**config.mk**
```make
export PLATFORM = sky130hd
export DESIGN_NAME = bit_skip_call_exec
export DESIGN_NICKNAME = d
export VERILOG_FILES = /design/src/design/bit_skip_call_pkg.sv /design/src/design/bit_skip_call_exec.sv
export SDC_FILE = /design/constraint.sdc
export NUM_CORES = 1
export LEC_CHECK = 0
export BUFFER_PORTS_ARGS = -buffer_cell sky130_fd_sc_hd__buf_2
export CELL_PAD_IN_SITES_DETAIL_PLACEMENT = 0
export CELL_PAD_IN_SITES_GLOBAL_PLACEMENT = 2
export CORE_MARGIN = 2
export CORE_UTILIZATION = 23
export DETAILED_ROUTE_END_ITERATION = 12
export PLACE_DENSITY = 0.85
export SLEW_MARGIN = 20
export SYNTH_ARGS = -nofsm -noshare
export SYNTH_HDL_FRONTEND = slang
export SYNTH_SLANG_ARGS = --single-unit
```
**constraint.sdc**
```tcl
create_clock -name clk_sys_in -period 1.1 [get_ports clk_sys_in]
set_input_delay 0 -clock clk_sys_in [delete_from_list [all_inputs] [get_ports clk_sys_in]]
set_output_delay 0 -clock clk_sys_in [all_outputs]
set_load 0.02 [all_outputs]
```
**src/design/bit_skip_call_pkg.sv**
```systemverilog
// constants for the bit set, bit skip and call execution block
// assumes a 12-bit instruction word and 8-bit data path on one clock
package bit_skip_call_pkg;
  localparam int          INSN_W       = 12;
  localparam int          PC_W         = 11;
  localparam logic [3:0]  OP_BIT_SET   = 4'h5;
  localparam logic [3:0]  OP_SKIP_CLR  = 4'h6;
  localparam logic [3:0]  OP_SKIP_SET  = 4'h7;
  localparam logic [3:0]  OP_CALL      = 4'h9;
  localparam int          BIT_LSB      = 5;
  localparam int          REG_MSB      = 4;
  localparam int          STAT_PAGE_LO = 5;
  localparam logic [10:0] PC_RST       = 11'h7ff;
endpackage

```
**src/design/bit_skip_call_exec.sv**
```systemverilog
// executes bit set, both bit skips and call for the core
// assumes register file read data valid combinationally for the addressed register
`timescale 1ns/10ps
module bit_skip_call_exec (
  input  wire logic                                   clk_sys_in,
  input  wire logic                                   rst_n_in,
  input  wire logic [bit_skip_call_pkg::INSN_W-1:0]   insn_in,
  input  wire logic                                   insn_valid_in,
  input  wire logic [7:0]                             reg_rdata_in,
  input  wire logic [7:0]                             status_in,
  input  wire logic [bit_skip_call_pkg::PC_W-1:0]     pc_in,
  output logic      [4:0]                             reg_addr_out,
  output logic                                        reg_we_out,
  output logic      [7:0]                             reg_wdata_out,
  output logic                                        push_out,
  output logic      [bit_skip_call_pkg::PC_W-1:0]     push_data_out,
  output logic                                        pc_load_out,
  output logic      [bit_skip_call_pkg::PC_W-1:0]     pc_next_out,
  output logic                                        squash_out
);
  import bit_skip_call_pkg::*;

  logic [3:0] opcode;
  logic [2:0] bit_idx;
  logic       tested;
  logic       squash_ff;
  logic       live;
  logic       do_skip;

  ////////////////////////////////////////////////////////////////////////
  // field decode
  assign opcode  = insn_in[INSN_W-1 -: 4];
  assign bit_idx = insn_in[BIT_LSB+2:BIT_LSB];
  assign tested  = reg_rdata_in[bit_idx];
  // a squashed slot behaves as a no-op: nothing is written
  assign live    = insn_valid_in && !squash_ff;
  assign do_skip = live && ((opcode == OP_SKIP_CLR && !tested) ||
                            (opcode == OP_SKIP_SET && tested));

  // per-operation strobes of a live slot, shared by the checks below
  logic act_set;
  logic act_clr;
  logic act_sset;
  logic act_call;
  assign act_set  = live && opcode == OP_BIT_SET;
  assign act_clr  = live && opcode == OP_SKIP_CLR;
  assign act_sset = live && opcode == OP_SKIP_SET;
  assign act_call = live && opcode == OP_CALL;

  ////////////////////////////////////////////////////////////////////////
  // squash of the prefetched word; held until the slot is consumed
  always_ff @(posedge clk_sys_in) begin
    if (!rst_n_in) begin
      squash_ff <= 1'b0;
    end else if (insn_valid_in) begin
      squash_ff <= do_skip || (live && opcode == OP_CALL);
    end
  end

  ////////////////////////////////////////////////////////////////////////
  // register write for bit set; status never touched
  always_ff @(posedge clk_sys_in) begin
    if (!rst_n_in) begin
      reg_addr_out  <= 5'h00;
      reg_we_out    <= 1'b0;
      reg_wdata_out <= 8'h00;
    end else begin
      reg_addr_out  <= insn_in[REG_MSB:0];
      reg_we_out    <= live && opcode == OP_BIT_SET;
      reg_wdata_out <= reg_rdata_in | (8'h01 << bit_idx);
    end
  end

  ////////////////////////////////////////////////////////////////////////
  // call: push return address, form target
  always_ff @(posedge clk_sys_in) begin
    if (!rst_n_in) begin
      push_out      <= 1'b0;
      push_data_out <= PC_RST;
      pc_load_out   <= 1'b0;
      pc_next_out   <= PC_RST;
    end else begin
      push_out      <= live && opcode == OP_CALL;
      push_data_out <= PC_W'(pc_in + 11'h001);
      pc_load_out   <= live && opcode == OP_CALL;
      // bit 8 forced low, page from status
      pc_next_out   <= {status_in[STAT_PAGE_LO+1:STAT_PAGE_LO], 1'b0,
                        insn_in[7:0]};
    end
  end

  // squash pulse for the fetch path; only one cycle, the flag above holds it
  always_ff @(posedge clk_sys_in) begin
    if (!rst_n_in) begin
      squash_out <= 1'b0;
    end else begin
      squash_out <= do_skip || (live && opcode == OP_CALL);
    end
  end

  ////////////////////////////////////////////////////////////////////////
  // checks: each property looks one cycle after the taking edge
  // latency is fixed at one, so a plain next-cycle implication is exact
  // reset disables them all; the first edge after release is checked normally

  // bit set writes read data with the chosen bit forced high
  AST_SET_WRITE: assert property (@(posedge clk_sys_in) disable iff (!rst_n_in)
    live && opcode == OP_BIT_SET |=> reg_we_out &&
      reg_wdata_out == ($past(reg_rdata_in) | (8'h01 << $past(bit_idx))))
    else $error("bit set write wrong");

  // clear skip with a zero bit squashes the next slot
  AST_SKIP_CLR: assert property (@(posedge clk_sys_in) disable iff (!rst_n_in)
    live && opcode == OP_SKIP_CLR && !tested |=> squash_out)
    else $error("clear skip not taken");

  // a squashed slot is a no-op
  AST_NOSQUASH_WRITE: assert property (@(posedge clk_sys_in) disable iff (!rst_n_in)
    squash_ff && insn_valid_in |=> !reg_we_out && !push_out && !pc_load_out)
    else $error("squashed slot had effect");

  // set skip follows the tested bit
  AST_SKIP_SET: assert property (@(posedge clk_sys_in) disable iff (!rst_n_in)
    live && opcode == OP_SKIP_SET |=> squash_out == $past(tested))
    else $error("set skip wrong");

  // clear skip with a one bit runs in one cycle
  AST_NO_FALSE_SKIP: assert property (@(posedge clk_sys_in) disable iff (!rst_n_in)
    live && opcode == OP_SKIP_CLR && tested |=> !squash_out)
    else $error("clear skip taken falsely");

  // call pushes the return address
  AST_CALL_PUSH: assert property (@(posedge clk_sys_in) disable iff (!rst_n_in)
    live && opcode == OP_CALL |=> push_out && push_data_out == $past(pc_in) + 11'h001)
    else $error("call push wrong");

  // call target: page, cleared bit 8, literal
  AST_CALL_TARGET: assert property (@(posedge clk_sys_in) disable iff (!rst_n_in)
    live && opcode == OP_CALL |=> pc_load_out && !pc_next_out[8] &&
      pc_next_out[10:9] == $past(status_in[6:5]) && pc_next_out[7:0] == $past(insn_in[7:0]))
    else $error("call target wrong");

  // call throws away the sequential fetch
  AST_CALL_SQUASH: assert property (@(posedge clk_sys_in) disable iff (!rst_n_in)
    live && opcode == OP_CALL |=> squash_out && squash_ff)
    else $error("call did not discard fetch");

  // the pending squash survives empty cycles
  AST_SQUASH_HOLD: assert property (@(posedge clk_sys_in) disable iff (!rst_n_in)
    !insn_valid_in |=> squash_ff == $past(squash_ff))
    else $error("pending squash lost");

  // a consumed squashed slot clears the flag and raises nothing
  AST_SLOT_CONSUMED: assert property (@(posedge clk_sys_in) disable iff (!rst_n_in)
    squash_ff && insn_valid_in |=> !squash_ff && !squash_out)
    else $error("squash not consumed");

  // set skip on a zero bit is single cycle
  AST_SSET_NOSKIP: assert property (@(posedge clk_sys_in) disable iff (!rst_n_in)
    act_sset && !tested |=> !squash_out)
    else $error("set skip taken falsely");

  // taken set skip arms the squash flag
  AST_SSET_SQUASH: assert property (@(posedge clk_sys_in) disable iff (!rst_n_in)
    act_sset && tested |=> squash_ff)
    else $error("set skip did not arm squash");

  // taken clear skip arms the squash flag
  AST_CLR_SQUASH: assert property (@(posedge clk_sys_in) disable iff (!rst_n_in)
    act_clr && !tested |=> squash_ff)
    else $error("clear skip did not arm squash");

  // no write strobe without a live bit set
  AST_WE_ONLY_SET: assert property (@(posedge clk_sys_in) disable iff (!rst_n_in)
    !act_set |=> !reg_we_out)
    else $error("stray register write");

  // write address is the register field
  AST_SET_ADDR: assert property (@(posedge clk_sys_in) disable iff (!rst_n_in)
    act_set |=> reg_addr_out == $past(insn_in[4:0]))
    else $error("bit set address wrong");

  // no push without a live call
  AST_PUSH_ONLY_CALL: assert property (@(posedge clk_sys_in) disable iff (!rst_n_in)
    !act_call |=> !push_out)
    else $error("stray push");

  // no pc load without a live call
  AST_LOAD_ONLY_CALL: assert property (@(posedge clk_sys_in) disable iff (!rst_n_in)
    !act_call |=> !pc_load_out)
    else $error("stray pc load");

  // a dead slot never asks for another squash
  AST_SQUASH_CAUSE: assert property (@(posedge clk_sys_in) disable iff (!rst_n_in)
    !live |=> !squash_out)
    else $error("squash from dead slot");

  // skips only test; they write, push and load nothing
  AST_SKIP_NO_EFFECT: assert property (@(posedge clk_sys_in) disable iff (!rst_n_in)
    act_clr || act_sset |=> !reg_we_out && !push_out && !pc_load_out)
    else $error("skip had side effect");

  // call low target bits carry the literal
  AST_CALL_LITERAL: assert property (@(posedge clk_sys_in) disable iff (!rst_n_in)
    act_call |=> pc_next_out[7:0] == $past(insn_in[7:0]))
    else $error("call literal wrong");

  // call page bits come from status
  AST_CALL_PAGE: assert property (@(posedge clk_sys_in) disable iff (!rst_n_in)
    act_call |=> pc_next_out[10:9] == $past(status_in[6:5]))
    else $error("call page wrong");

  // call writes no register
  AST_CALL_NO_WRITE: assert property (@(posedge clk_sys_in) disable iff (!rst_n_in)
    act_call |=> !reg_we_out)
    else $error("call wrote a register");

  // bit set is one cycle: no squash, no push
  AST_SET_NO_SQUASH: assert property (@(posedge clk_sys_in) disable iff (!rst_n_in)
    act_set |=> !squash_out && !push_out)
    else $error("bit set took a second cycle");

  // bit set leaves all other bits as read
  AST_BIT_INDEX: assert property (@(posedge clk_sys_in) disable iff (!rst_n_in)
    act_set |=> (reg_wdata_out & ~(8'h01 << $past(insn_in[7:5]))) ==
      ($past(reg_rdata_in) & ~(8'h01 << $past(insn_in[7:5]))))
    else $error("bit set disturbed other bits");
endmodule

```
# [Yosys cells after proc, flatten, opt, wreduce, memory -nomap -nowiden]
# Cells that the tools add are included.
[word_totals] in_bits=42 ff_bits=39 out_inout_bits=39 elab_cells=30
[classes] n_reduce_logical=10 n_lt_le_gt_ge=1 n_addsub=1 shift=1 bitwise_logic=1 mux=3 n_eq_ne=4
[op_table] cell="4-bit by 3-bit equality test with 1-bit output (second input constant)" count=3
[op_table] cell="11-bit by 1-bit adder with 11-bit output (second input constant)" count=1
[op_table] cell="9-bit two-way mux" count=1
[op_table] cell="8-bit bitwise OR" count=1
[op_table] cell="1-bit by 3-bit left shift with 8-bit output (first input constant)" count=1
[op_table] cell="1-bit logical AND" count=6
[op_table] cell="4-bit equality test (second input constant)" count=1
[op_table] cell="3-bit by 4-bit < comparator with 1-bit output (second input constant)" count=1
[op_table] cell="1-bit binary-select mux with 3-bit select" count=1
[op_table] cell="1-bit logical NOT" count=2
[op_table] cell="1-bit logical OR" count=2
[op_table] cell="1-bit two-way mux" count=1

# [Depth between registers and ports, before layout]
# Gate-level depths: netlist of the first run.
[logic_depth] word_depth=7 depth_mapped=6 mapped_depth_nobuf=5

# [Worst setup path before layout of the first run]
# Ideal clock, no wire load.
[synth_path] path_kind="register to register" startpoint="reg squash_ff" endpoint="reg squash_ff" stages_incl_launch_ff=5 setup_ns=0.059 required_ns=1.041 setup_slack_ns=0.090 period_less_slack_ns=1.010 n_path_buf=0 arrival_time_ns=0.952 cell_sequence="dfxtp_1 > nand2b_1 > or2_2 > nor2_1 > a22o_1"
[synth_between] elab_chain_len=4 elab_cells_between_ends=5 cone_classes="5 x reduce/logical"
[synth_lines] item="from (decl)" line="bit_skip_call_exec.sv:26" text="logic squash_ff;"
[synth_lines] item="from (signal assigned)" line="bit_skip_call_exec.sv:56" text="squash_ff <= do_skip || (live && opcode == OP_CALL);"
[synth_lines] item="1-bit logical NOT *" line="bit_skip_call_exec.sv:36" text="assign live = insn_valid_in && !squash_ff;"
[synth_lines] item="1-bit logical AND *" line="bit_skip_call_exec.sv:36"
[synth_lines] item="1-bit logical AND (on tied branches)" line="bit_skip_call_exec.sv:37, bit_skip_call_exec.sv:56"
[synth_lines] item="1-bit logical OR *" line="bit_skip_call_exec.sv:56"
# Mark *: on every way between the ends. The rest lies on a longest branch, timed or not.
# A chain may end at the register's enable or synchronous reset.

# [Worst setup path in the final report of the first run]
[layout_path] startpoint="in insn_in[9] in the netlist's numbering" endpoint="reg reg_we_out"
[layout_between] elab_chain_len=2
[layout_lines] item="from (decl)" line="bit_skip_call_exec.sv:7" text="input wire logic [bit_skip_call_pkg::INSN_W-1:0] insn_in,"
[layout_lines] item="4-bit by 3-bit equality test with 1-bit output" line="bit_skip_call_exec.sv:69" text="reg_we_out <= live && opcode == OP_BIT_SET;"
[layout_lines] item="1-bit logical AND" line="bit_skip_call_exec.sv:69"
[layout_lines] item="to (signal assigned)" line="bit_skip_call_exec.sv:65" text="reg_we_out <= 1'b0;"
[layout_lines] item="to (signal assigned)" line="bit_skip_call_exec.sv:69"
[layout_lines] item="to (decl)" line="bit_skip_call_exec.sv:13" text="output logic reg_we_out,"
# Every way passes these cells.

==> impl_metrics.yaml, run 1 <==
status:
  outcome: "complete, no violations"
detailed_routing:
  wl_per_cell_um: 10.1
  drt-initial-drc-count: 26
  dr.pass1.iters: 4
  via_count: 1315
  drc: 0
  vias_per_cell: 4.03
  ant_nets: 0
  wl_um: 3280
cells_and_area:
  fin_nets: 293
  area_growth_pct: 66.5
  final_cell_area_mm2: 0.00228
  layout-drive-gt1-share_pct: 39.8
  final_util_pct: 39.0
  n_antenna_cell: 0
critical_path:
  cp_slowest_stage_delay_ps: 550
  crit_arrival_ps: 1250
  crit_chain: "buf_2, dlygate4sd3_1, or4bb_1, nor2_1"
  cp_max_fo: 3
  path_class: "in2reg"
  setup.worst_path.start: "insn_in[9]"
  cpMaxStageDelayCell: "dlygate4sd3_1"
  cp_num_buf_inv: 2
  endpoint_kind: "register"
  r2r_slack_ps: 110
  timing.rr.start: "squash_ff$_SDFFE_PN0P_"
  crit_required_ps: 1320
  worst_setup_path_start_kind: "input pin"
  crit_family: "buffers and inverters"
  reg2regPathDepth: 4
  r2r-end: "squash_ff$_SDFFE_PN0P_"
timing:
  rsz0062_at_grt: "no"
  timing.final.crit_share_pct: 93.0
  setup_viol: 0
  worst_slack_ps: 77.3
  holdWs_ps: 33.4
  skew_ps: 0.163
  period_minus_slack_ps: 1020
  tightest_slew_ps: 321
  slew_viol_final: 0
  max_freq_mhz: 978
  finalHoldViolCount: 0
  slew_headroom_pct: 78.3
global_route:
  grtUsageMet2_pct: 16.8
  grt_pass1_vias: 1177
  track_usage_pct: 9.80
  grt_max_degree: 28
  busiest_layer: "met2"
  met1_usage_pct: 10.6
  use_met3_pct: 3.78
  grt_pass1_wl_um: 4910
  grt_antenna_before_repair: 0
  grt_overflow: 0
yosys:
  synth-seq-cells: 39
  synth_cell_type_count: 33
  yosys_warnings: 0
  synth_ff_type: "dfxtp_1"
  synth_top_area_share_pct: 57.0
  syn_area_per_cell_um2: 10.1
  yosys-top-cells-area: "dfxtp_1 (57%), nor2_1 (4.4%), nand2b_1 (4.1%)"
  synth_edf_count: 0
  async_flop_share_pct: 0
  postSynthCellCount: 136
  syn_area_mm2: 0.00137
  synth_top_cell_by_area: "dfxtp_1"
  syn_nets: 179
  yosysSeqAreaShare_pct: 57.0
power:
  p_leak_nw: 1.07
  powerDensity_mw_per_mm2: 1360
  ir_drop_v: 0.000501
cts:
  clock_latency_ps: 280
  clock-root-buffer: "clkbuf_8"
  cts_buffers: 5
  cts_tree: "yes"
  path_clk_slew_ps: 70
  cts_sinks: 39
  cts_buffer_depth: 2
  h-tree-depth: 2
hold_path:
  whs_path_depth: 3
  hp-start: "insn_in[10]"
  hp-class: "in2reg"
  hold_end: "pc_load_out$_SDFF_PN0_"
floorplan:
  dieArea_mm2: 0.00658
  rows: 28
  fp.coreArea_mm2: 0.00585
  top_level_ports: 81
  start_util_pct: 23.4
  die_x_um: 81.1
  die_h_um: 81.1
place:
  gp_congestion: 0.709
  preCtsSetupSlack_ps: -78.3
  post_dp_cell_area_mm2: 0.00188
  port_buffers: 74
  dpl.hpwl_um: 2480
job:
  maxCapViolCount: 0
[cell usage after synthesis (all sizes together), types with 2 or more instances]
cell / number
or4bb: 2
a32oi: 2
nand3: 3
and3: 2
and2: 5
a31oi: 4
xor2: 4
dfxtp: 39
inv: 3
nand2b: 9
or3: 2
nor2: 16
mux2i: 3
buf: 6
or2b: 3
o21ai: 4
nand4: 2
xnor2: 3
a21oi: 3
nor3: 2
nand2: 11
[registers in the layout, summed over array words and instances (netlist names)]
register	cells
reg_addr_out	5
reg_wdata_out	8
pc_load_out	1
reg_we_out	1
pc_next_out	11
squash_ff	1
squash_out	1
push_data_out	11
[worst min-delay path, cell delays in order]
cell and delay [ps]:
buf_2 90, or4bb_1 130, nor2_2 50
[report_power, final]
group          internal [W]  total, W  switching [W]
Sequential          0.00149   0.00150      0.0000163
Combinational      0.000257  0.000525       0.000267
Clock              0.000570   0.00107       0.000498
[worst max path at each step]
stage | endpoint | slack (ps) | cells after the start
global placement | push_data_out[10]$_SDFF_PN1_ | -40 | 6
CTS | squash_ff$_SDFFE_PN0P_ | 3 | 4
floorplan | squash_ff$_SDFFE_PN0P_ | 90 | 4
global route | reg_we_out$_SDFF_PN0_ | 30 | 4
detailed placement | push_data_out[10]$_SDFF_PN1_ | -80 | 6
finish | reg_we_out$_SDFF_PN0_ | 80 | 4
[logic make-up (layout without fill, tap and decap cells)]
kind of cell               Yosys count  after routing  share of synthesized area (%)
muxes                                3              3                           2.19
xor gates and xnor gates             7              7                           4.48
buffers and inverters                9            124                           3.84
and+or+nand+nor                     61             61                           24.0
AOI/OAI and AO/OA                   16             16                           7.50
adders and majority gates            1              1                          0.914
DFF                                 39             39                           57.0
[per-layer routing]
| metal | vias to the layer above | wire [µm] |
|---|---|---|
| li1 | 681 | - |
| met4 | 0 | 61 |
| met5 | - | 0 |
| met2 | 42 | 1560 |
| met1 | 586 | 1420 |
| met3 | 6 | 243 |
[through the flow]
stage / setup TNS (ps) / cells / total power [W]
final: 0 / 326 / 0.00310
after global routing: 0 / 326 / 0.00326
after CTS: 0 / 326 / 0.00315
after detailed placement: -199 / 291 / 0.00199
after global placement: -113 / 291 / 0.00199
after floorplan: 0 / 136 / 0.00178
[cell type report]
class                   instances  area [µm²]
clock buffers                   7        96.3
clock inverters                 1        7.51
fillers                       624        3570
inverters                       3        11.3
multi-input cells              88         551
flip-flops and latches         39         781
well taps                      75        93.8
repair buffers                113         739
[repair_timing]
item                       in CTS  in global routing
buffers inserted                0                  0
hold endpoints to repair       31                  0
gates resized for setup         0                  8
hold buffers                   27                  0
setup endpoints to repair       0                  4
[cell usage in the layout (no fill, tap or decap), types with 2 or more instances in the layout]
cell type	instances
nand4_1	2
a31oi_1	4
nand2_1	10
inv_1	2
nand2b_1	9
and3_1	2
buf_2	73
mux2i_1	3
xor2_1	4
dlygate4sd3_1	26
buf_4	12
dfxtp_1	39
or4bb_1	2
or2b_1	3
and2_1	5
or3_1	2
a32oi_1	2
nor2_1	14
nor3_1	2
o21ai_0	4
clkbuf_8	7
nand3_1	3
a21oi_1	3
xnor2_1	3
No activity file was read; power rests on OpenSTA's default activity.
==> inputs of run 2 (changes only) <==
--- a/config.mk
+++ b/config.mk
@@ -5,13 +5,13 @@
 export SDC_FILE = /design/constraint.sdc
 export NUM_CORES = 1
 export LEC_CHECK = 0
-export BUFFER_PORTS_ARGS = -buffer_cell sky130_fd_sc_hd__buf_2
 export CELL_PAD_IN_SITES_DETAIL_PLACEMENT = 0
 export CELL_PAD_IN_SITES_GLOBAL_PLACEMENT = 2
 export CORE_MARGIN = 2
-export CORE_UTILIZATION = 23
+export CORE_UTILIZATION = 33
 export DETAILED_ROUTE_END_ITERATION = 12
-export PLACE_DENSITY = 0.85
+export DONT_BUFFER_PORTS = 1
+export PLACE_DENSITY_LB_ADDON = 0.1
 export SLEW_MARGIN = 20
 export SYNTH_ARGS = -nofsm -noshare
 export SYNTH_HDL_FRONTEND = slang
==> run 2 against run 1 <==
Against the previous run:
- the run now ends with hold timing left
- first-iteration DRC count rose by 58%
- cell count shrank 29%
- register-to-register slack worse by 50 ps
- die area is 29% lower
- clock power decreased by 11%
- power is 8.1% lower
- worst hold slack worse by 110 ps
- flip-flop and latch count stayed put
- critical path type unchanged
- highest routed layer unchanged
==> impl_metrics.yaml, run 2 (synthesized netlist as in run 1, its figures left out) <==
power:
  powerDensity_mw_per_mm2: 1470
  ir_drop_v: 0.000626
  p_leak_nw: 0.780
global_route:
  grt_pass1_wl_um: 4630
  track_usage_pct: 13.7
  grt_pass1_vias: 1006
  grt_max_degree: 29
  grt_overflow: 0
  grt_antenna_before_repair: 0
place:
  preCtsSetupSlack_ps: 22.4
  gp_congestion: 0.682
  dpl.hpwl_um: 1910
  port_buffers: 0
  place_inst: 180
timing:
  holdWs_ps: -79.9
  setup_viol: 0
  skew_ps: 0.149
  timing.final.crit_share_pct: 96.1
  tightest_slew_ps: 378
  slew_viol_final: 0
  worst_slack_ps: 43.0
  period_minus_slack_ps: 1060
  slew_headroom_pct: 74.8
  rsz0062_at_grt: "no"
  finalHoldViolCount: 2
  tns_ps: 0
  max_freq_mhz: 946
critical_path:
  endpoint_kind: "register"
  cp_max_fo: 2
  reg2regPathDepth: 4
  crit_arrival_ps: 1220
  path_class: "in2reg"
  crit_required_ps: 1270
  r2r_slack_ps: 60
  timing.rr.start: "squash_ff$_SDFFE_PN0P_"
  r2r-end: "squash_ff$_SDFFE_PN0P_"
  worst_setup_path_start_kind: "input pin"
hold_path:
  hp-start: "insn_in[10]"
  hp-class: "in2reg"
  whs_path_depth: 2
  hold_end: "pc_load_out$_SDFF_PN0_"
cells_and_area:
  seqCellArea_um2: 781
  n_fill_cell: 387
  layout_common_cells: "dlygate4sd3_1 (43), dfxtp_1 (39), nor2_1 (14)"
  reg_top3: "pc_next_out (11), push_data_out (11), reg_wdata_out (8)"
  multiInputGateArea_um2: 554
  final_common_cell: "dlygate4sd3_1"
  layout-drive-gt1-share_pct: 8.29
  final_util_pct: 48.5
  fin_nets: 224
  final_cells: 231
  n_antenna_cell: 0
  area_growth_pct: 41.7
cts:
  h-tree-depth: 2
  cts_buffer_depth: 2
  clock_latency_ps: 280
  clock-root-buffer: "clkbuf_8"
  cts_sinks: 39
  cts_buffers: 5
  path_clk_slew_ps: 70
  cts_tree: "yes"
detailed_routing:
  vias_per_cell: 4.71
  wl_met2_um: 1460
  met3_length_um: 309
  wl_um: 3100
  top_layer_used: "met4"
  dr.pass1.iters: 4
  drc: 0
  ant_nets: 0
  drt-initial-drc-count: 41
  wl_met1_um: 1310
  via_count: 1088
  wl_per_cell_um: 13.4
job:
  maxCapViolCount: 0
floorplan:
  die_h_um: 68.4
  fp.coreArea_mm2: 0.00400
  start_util_pct: 34.2
  die_x_um: 68.4
  dieArea_mm2: 0.00468
  rows: 23
  top_level_ports: 81
status:
  outcome: "complete, but fails checks"
  violations: "hold timing"
## run 2: cell count changes in the layout (fill, tap and decap cells not counted), sizes merged
cell | before | now
buf | 86 | 0
clkbuf | 7 | 6
clkinv | 0 | 1
clkinvlp | 1 | 0
dlygate4sd3 | 26 | 43
## run 2: where the power goes
part	internal (W)	switching, W
clock network	0.000492	0.000457
registers	0.00149	0.000126
logic	0.000182	0.0000993
## run 2: cell type report
| type | instances | area share [%] |
|---|---|---|
| clock inverter | 1 | 0.258 |
| clock buffer | 6 | 4.26 |
| sequential | 39 | 40.3 |
| tap | 50 | 3.23 |
| timing repair buffer | 44 | 22.8 |
| inverter | 3 | 0.581 |
| multi-input combinational | 88 | 28.6 |
## run 2: worst max-delay path by stage
| stage | start | to | cells after the start |
|---|---|---|---|
| finish | reg_rdata_in[4] | reg_wdata_out[4]$_SDFF_PN0_ | 4 |
| global placement | squash_ff$_SDFFE_PN0P_ | squash_ff$_SDFFE_PN0P_ | 4 |
| detailed placement | squash_ff$_SDFFE_PN0P_ | squash_ff$_SDFFE_PN0P_ | 4 |
| floorplan | squash_ff$_SDFFE_PN0P_ | squash_ff$_SDFFE_PN0P_ | 4 |
| CTS | squash_ff$_SDFFE_PN0P_ | squash_ff$_SDFFE_PN0P_ | 4 |
| global route | reg_rdata_in[4] | reg_wdata_out[4]$_SDFF_PN0_ | 4 |
## run 2: worst max-delay path, cell delays in order
cell	delay (ps)
dlygate4sd3_1	530
a21oi_1	100
dlygate4sd3_1	550
nor2_1	40
## run 2: per-layer routing
metal / global-route usage, % / vias to the layer above
met4: 5.50 / 0
met2: 21.9 / 49
met1: 15.3 / 490
li1: - / 545
met3: 6.91 / 4
met5: 0 / -
## run 2: stage by stage
step           hold slack [ps]  total power, W  instance area (µm²)
2_1_floorplan             61.9         0.00178                 1370
3_3_place_gp              63.8         0.00178                 1390
3_5_place_dp              67.1         0.00178                 1390
4_1_cts                   -229         0.00285                 1840
5_1_grt                  -91.2         0.00300                 1940
6_report                 -79.9         0.00285                 1940
## run 2: repair_timing
action	CTS	global route
setup endpoints to repair	0	3
hold buffers	36	9
gates resized for setup	0	8
endpoints found under the hold margin	39	19
buffers inserted	0	0
==> inputs of run 3 (changes only) <==
--- a/config.mk
+++ b/config.mk
@@ -12,6 +12,7 @@
 export DETAILED_ROUTE_END_ITERATION = 12
 export DONT_BUFFER_PORTS = 1
 export PLACE_DENSITY_LB_ADDON = 0.1
+export RECOVER_POWER = 25
 export SLEW_MARGIN = 20
 export SYNTH_ARGS = -nofsm -noshare
 export SYNTH_HDL_FRONTEND = slang
==> run 3 against run 2 <==
Against the previous run:
- the run still ends with hold timing left
- core utilization unchanged
- final area stayed put
- critical endpoint unchanged
- register-to-register slack about the same
- routed wire length did not move
- first-iteration DRC count is the same
- highest routed layer unchanged
- sequential power barely moved
- cell count unchanged
==> impl_metrics.yaml, run 3 (synthesized netlist as in run 1, its figures left out) <==
status:
  outcome: "complete, but fails checks"
  violations: "hold timing"
timing:
  timing.final.crit_share_pct: 96.1
  tightest_slew_ps: 378
  setup_viol: 0
  slew_headroom_pct: 74.8
  skew_ps: 0.149
  holdWs_ps: -79.9
  slew_viol_final: 0
  finalHoldViolCount: 2
  max_freq_mhz: 946
  tns_ps: 0
  period_minus_slack_ps: 1060
  rsz0062_at_grt: "no"
floorplan:
  fp.coreArea_mm2: 0.00400
  die_x_um: 68.4
  start_util_pct: 34.2
  rows: 23
  die_h_um: 68.4
  dieArea_mm2: 0.00468
  top_level_ports: 81
place:
  gp_congestion: 0.682
  port_buffers: 0
  dpl.hpwl_um: 1910
critical_path:
  worst_setup_path_start_kind: "input pin"
  path_class: "in2reg"
  cp_slowest_stage_delay_ps: 550
  r2r-end: "squash_ff$_SDFFE_PN0P_"
  cp_max_fo: 2
  cpMaxStageDelayCell: "dlygate4sd3_1"
  cp_common_cell: "dlygate4sd3_1"
  cp_num_buf_inv: 2
  reg2regPathDepth: 4
  crit_family: "buffers and inverters"
  r2r_slack_ps: 60
  timing.rr.start: "squash_ff$_SDFFE_PN0P_"
  endpoint_kind: "register"
  crit_chain: "dlygate4sd3_1, a21oi_1, dlygate4sd3_1, nor2_1"
  crit_arrival_ps: 1220
  crit_required_ps: 1270
cts:
  path_clk_slew_ps: 70
  cts_buffer_depth: 2
  cts_setup_buffers: 0
  cts_tree: "yes"
  cts_buffers: 5
  clock-root-buffer: "clkbuf_8"
  h-tree-depth: 2
  cts_sinks: 39
  clock_latency_ps: 280
detailed_routing:
  drc: 0
  wl_um: 3100
  drt-initial-drc-count: 41
  via_count: 1089
  vias_per_cell: 4.71
  ant_nets: 0
  dr.pass1.iters: 4
  wl_per_cell_um: 13.4
cells_and_area:
  area_growth_pct: 41.7
  layout_common_cells: "dlygate4sd3_1 (43), dfxtp_1 (39), nor2_1 (14)"
  seqCellArea_um2: 781
  n_fill_cell: 387
  reg_top3: "pc_next_out (11), push_data_out (11), reg_wdata_out (8)"
  final_common_cell: "dlygate4sd3_1"
  fin_nets: 224
  n_antenna_cell: 0
  multiInputGateArea_um2: 554
  layout-drive-gt1-share_pct: 7.73
global_route:
  grt_pass1_vias: 1006
  grt_antenna_before_repair: 0
  grt_pass1_wl_um: 4630
  track_usage_pct: 13.7
  grt_overflow: 0
  grt_max_degree: 29
job:
  maxCapViolCount: 0
hold_path:
  hp-class: "in2reg"
  hp-start: "insn_in[10]"
  hold_end: "pc_load_out$_SDFF_PN0_"
  whs_path_depth: 2
power:
  ir_drop_v: 0.000626
  fin_total_pwr_w: 0.00285
  p_leak_nw: 0.781
  powerDensity_mw_per_mm2: 1470
[run 3: cell count changes in the layout (fill, tap and decap cells not counted)]
| cell | previous run | this run |
|---|---|---|
| and2_0 | 0 | 1 |
| and2_1 | 5 | 4 |
| inv_1 | 2 | 3 |
| inv_2 | 1 | 0 |
[run 3: area by class of cell]
type | count | share of cell area (%)
inverters | 3 | 0.581
clock buffers | 6 | 4.26
multi-input cells | 88 | 28.6
clock inverters | 1 | 0.258
well taps | 50 | 3.23
flip-flops and latches | 39 | 40.3
repair buffers | 44 | 22.8
[run 3: worst max path at each step]
stage                                  endpoint  cells after the start                    from
global placement         squash_ff$_SDFFE_PN0P_                      4  squash_ff$_SDFFE_PN0P_
CTS                      squash_ff$_SDFFE_PN0P_                      4  squash_ff$_SDFFE_PN0P_
global route        reg_wdata_out[4]$_SDFF_PN0_                      4         reg_rdata_in[4]
detailed placement       squash_ff$_SDFFE_PN0P_                      4  squash_ff$_SDFFE_PN0P_
floorplan                squash_ff$_SDFFE_PN0P_                      4  squash_ff$_SDFFE_PN0P_
finish              reg_wdata_out[4]$_SDFF_PN0_                      4         reg_rdata_in[4]
[run 3: worst reg2reg max path: stages, from the launching register on]
cell	delay [ps]
dfxtp_1	310
nand2b_1	170
or2_4	250
nor2_2	110
a22o_1	140
[run 3: layer usage]
| metal | track usage [%] | vias up | routed length, µm |
|---|---|---|---|
| li1 | - | 545 | - |
| met1 | 15.3 | 491 | 1310 |
| met2 | 21.9 | 49 | 1460 |
| met3 | 6.91 | 4 | 309 |
| met4 | 5.50 | 0 | 25 |
| met5 | 0 | - | 0 |
[run 3: stage by stage]
step                std cells  utilization [%]  hold slack, ps  area [µm²]  worst slack [ps]
finish                    231             48.5           -79.9        1940              43.0
detailed placement        180             34.8            67.1        1390              22.4
global route              231             48.5           -91.2        1940              17.8
CTS                       223             45.9            -229        1840            0.0235
floorplan                 136                -            61.9        1370              89.6
global placement          180             34.8            63.8        1390              41.7
[run 3: what timing repair did]
action                     CTS  global route
setup endpoints to repair    0             3
hold endpoints to repair    39            19
gates resized for setup      0             8
hold buffers                36             9
[run 3: report_power, final]
| group | switching (W) | internal (W) | total, W |
|---|---|---|---|
| clock | 0.000457 | 0.000492 | 0.000949 |
| sequential | 0.000126 | 0.00149 | 0.00162 |
| combinational | 0.0000993 | 0.000181 | 0.000281 |
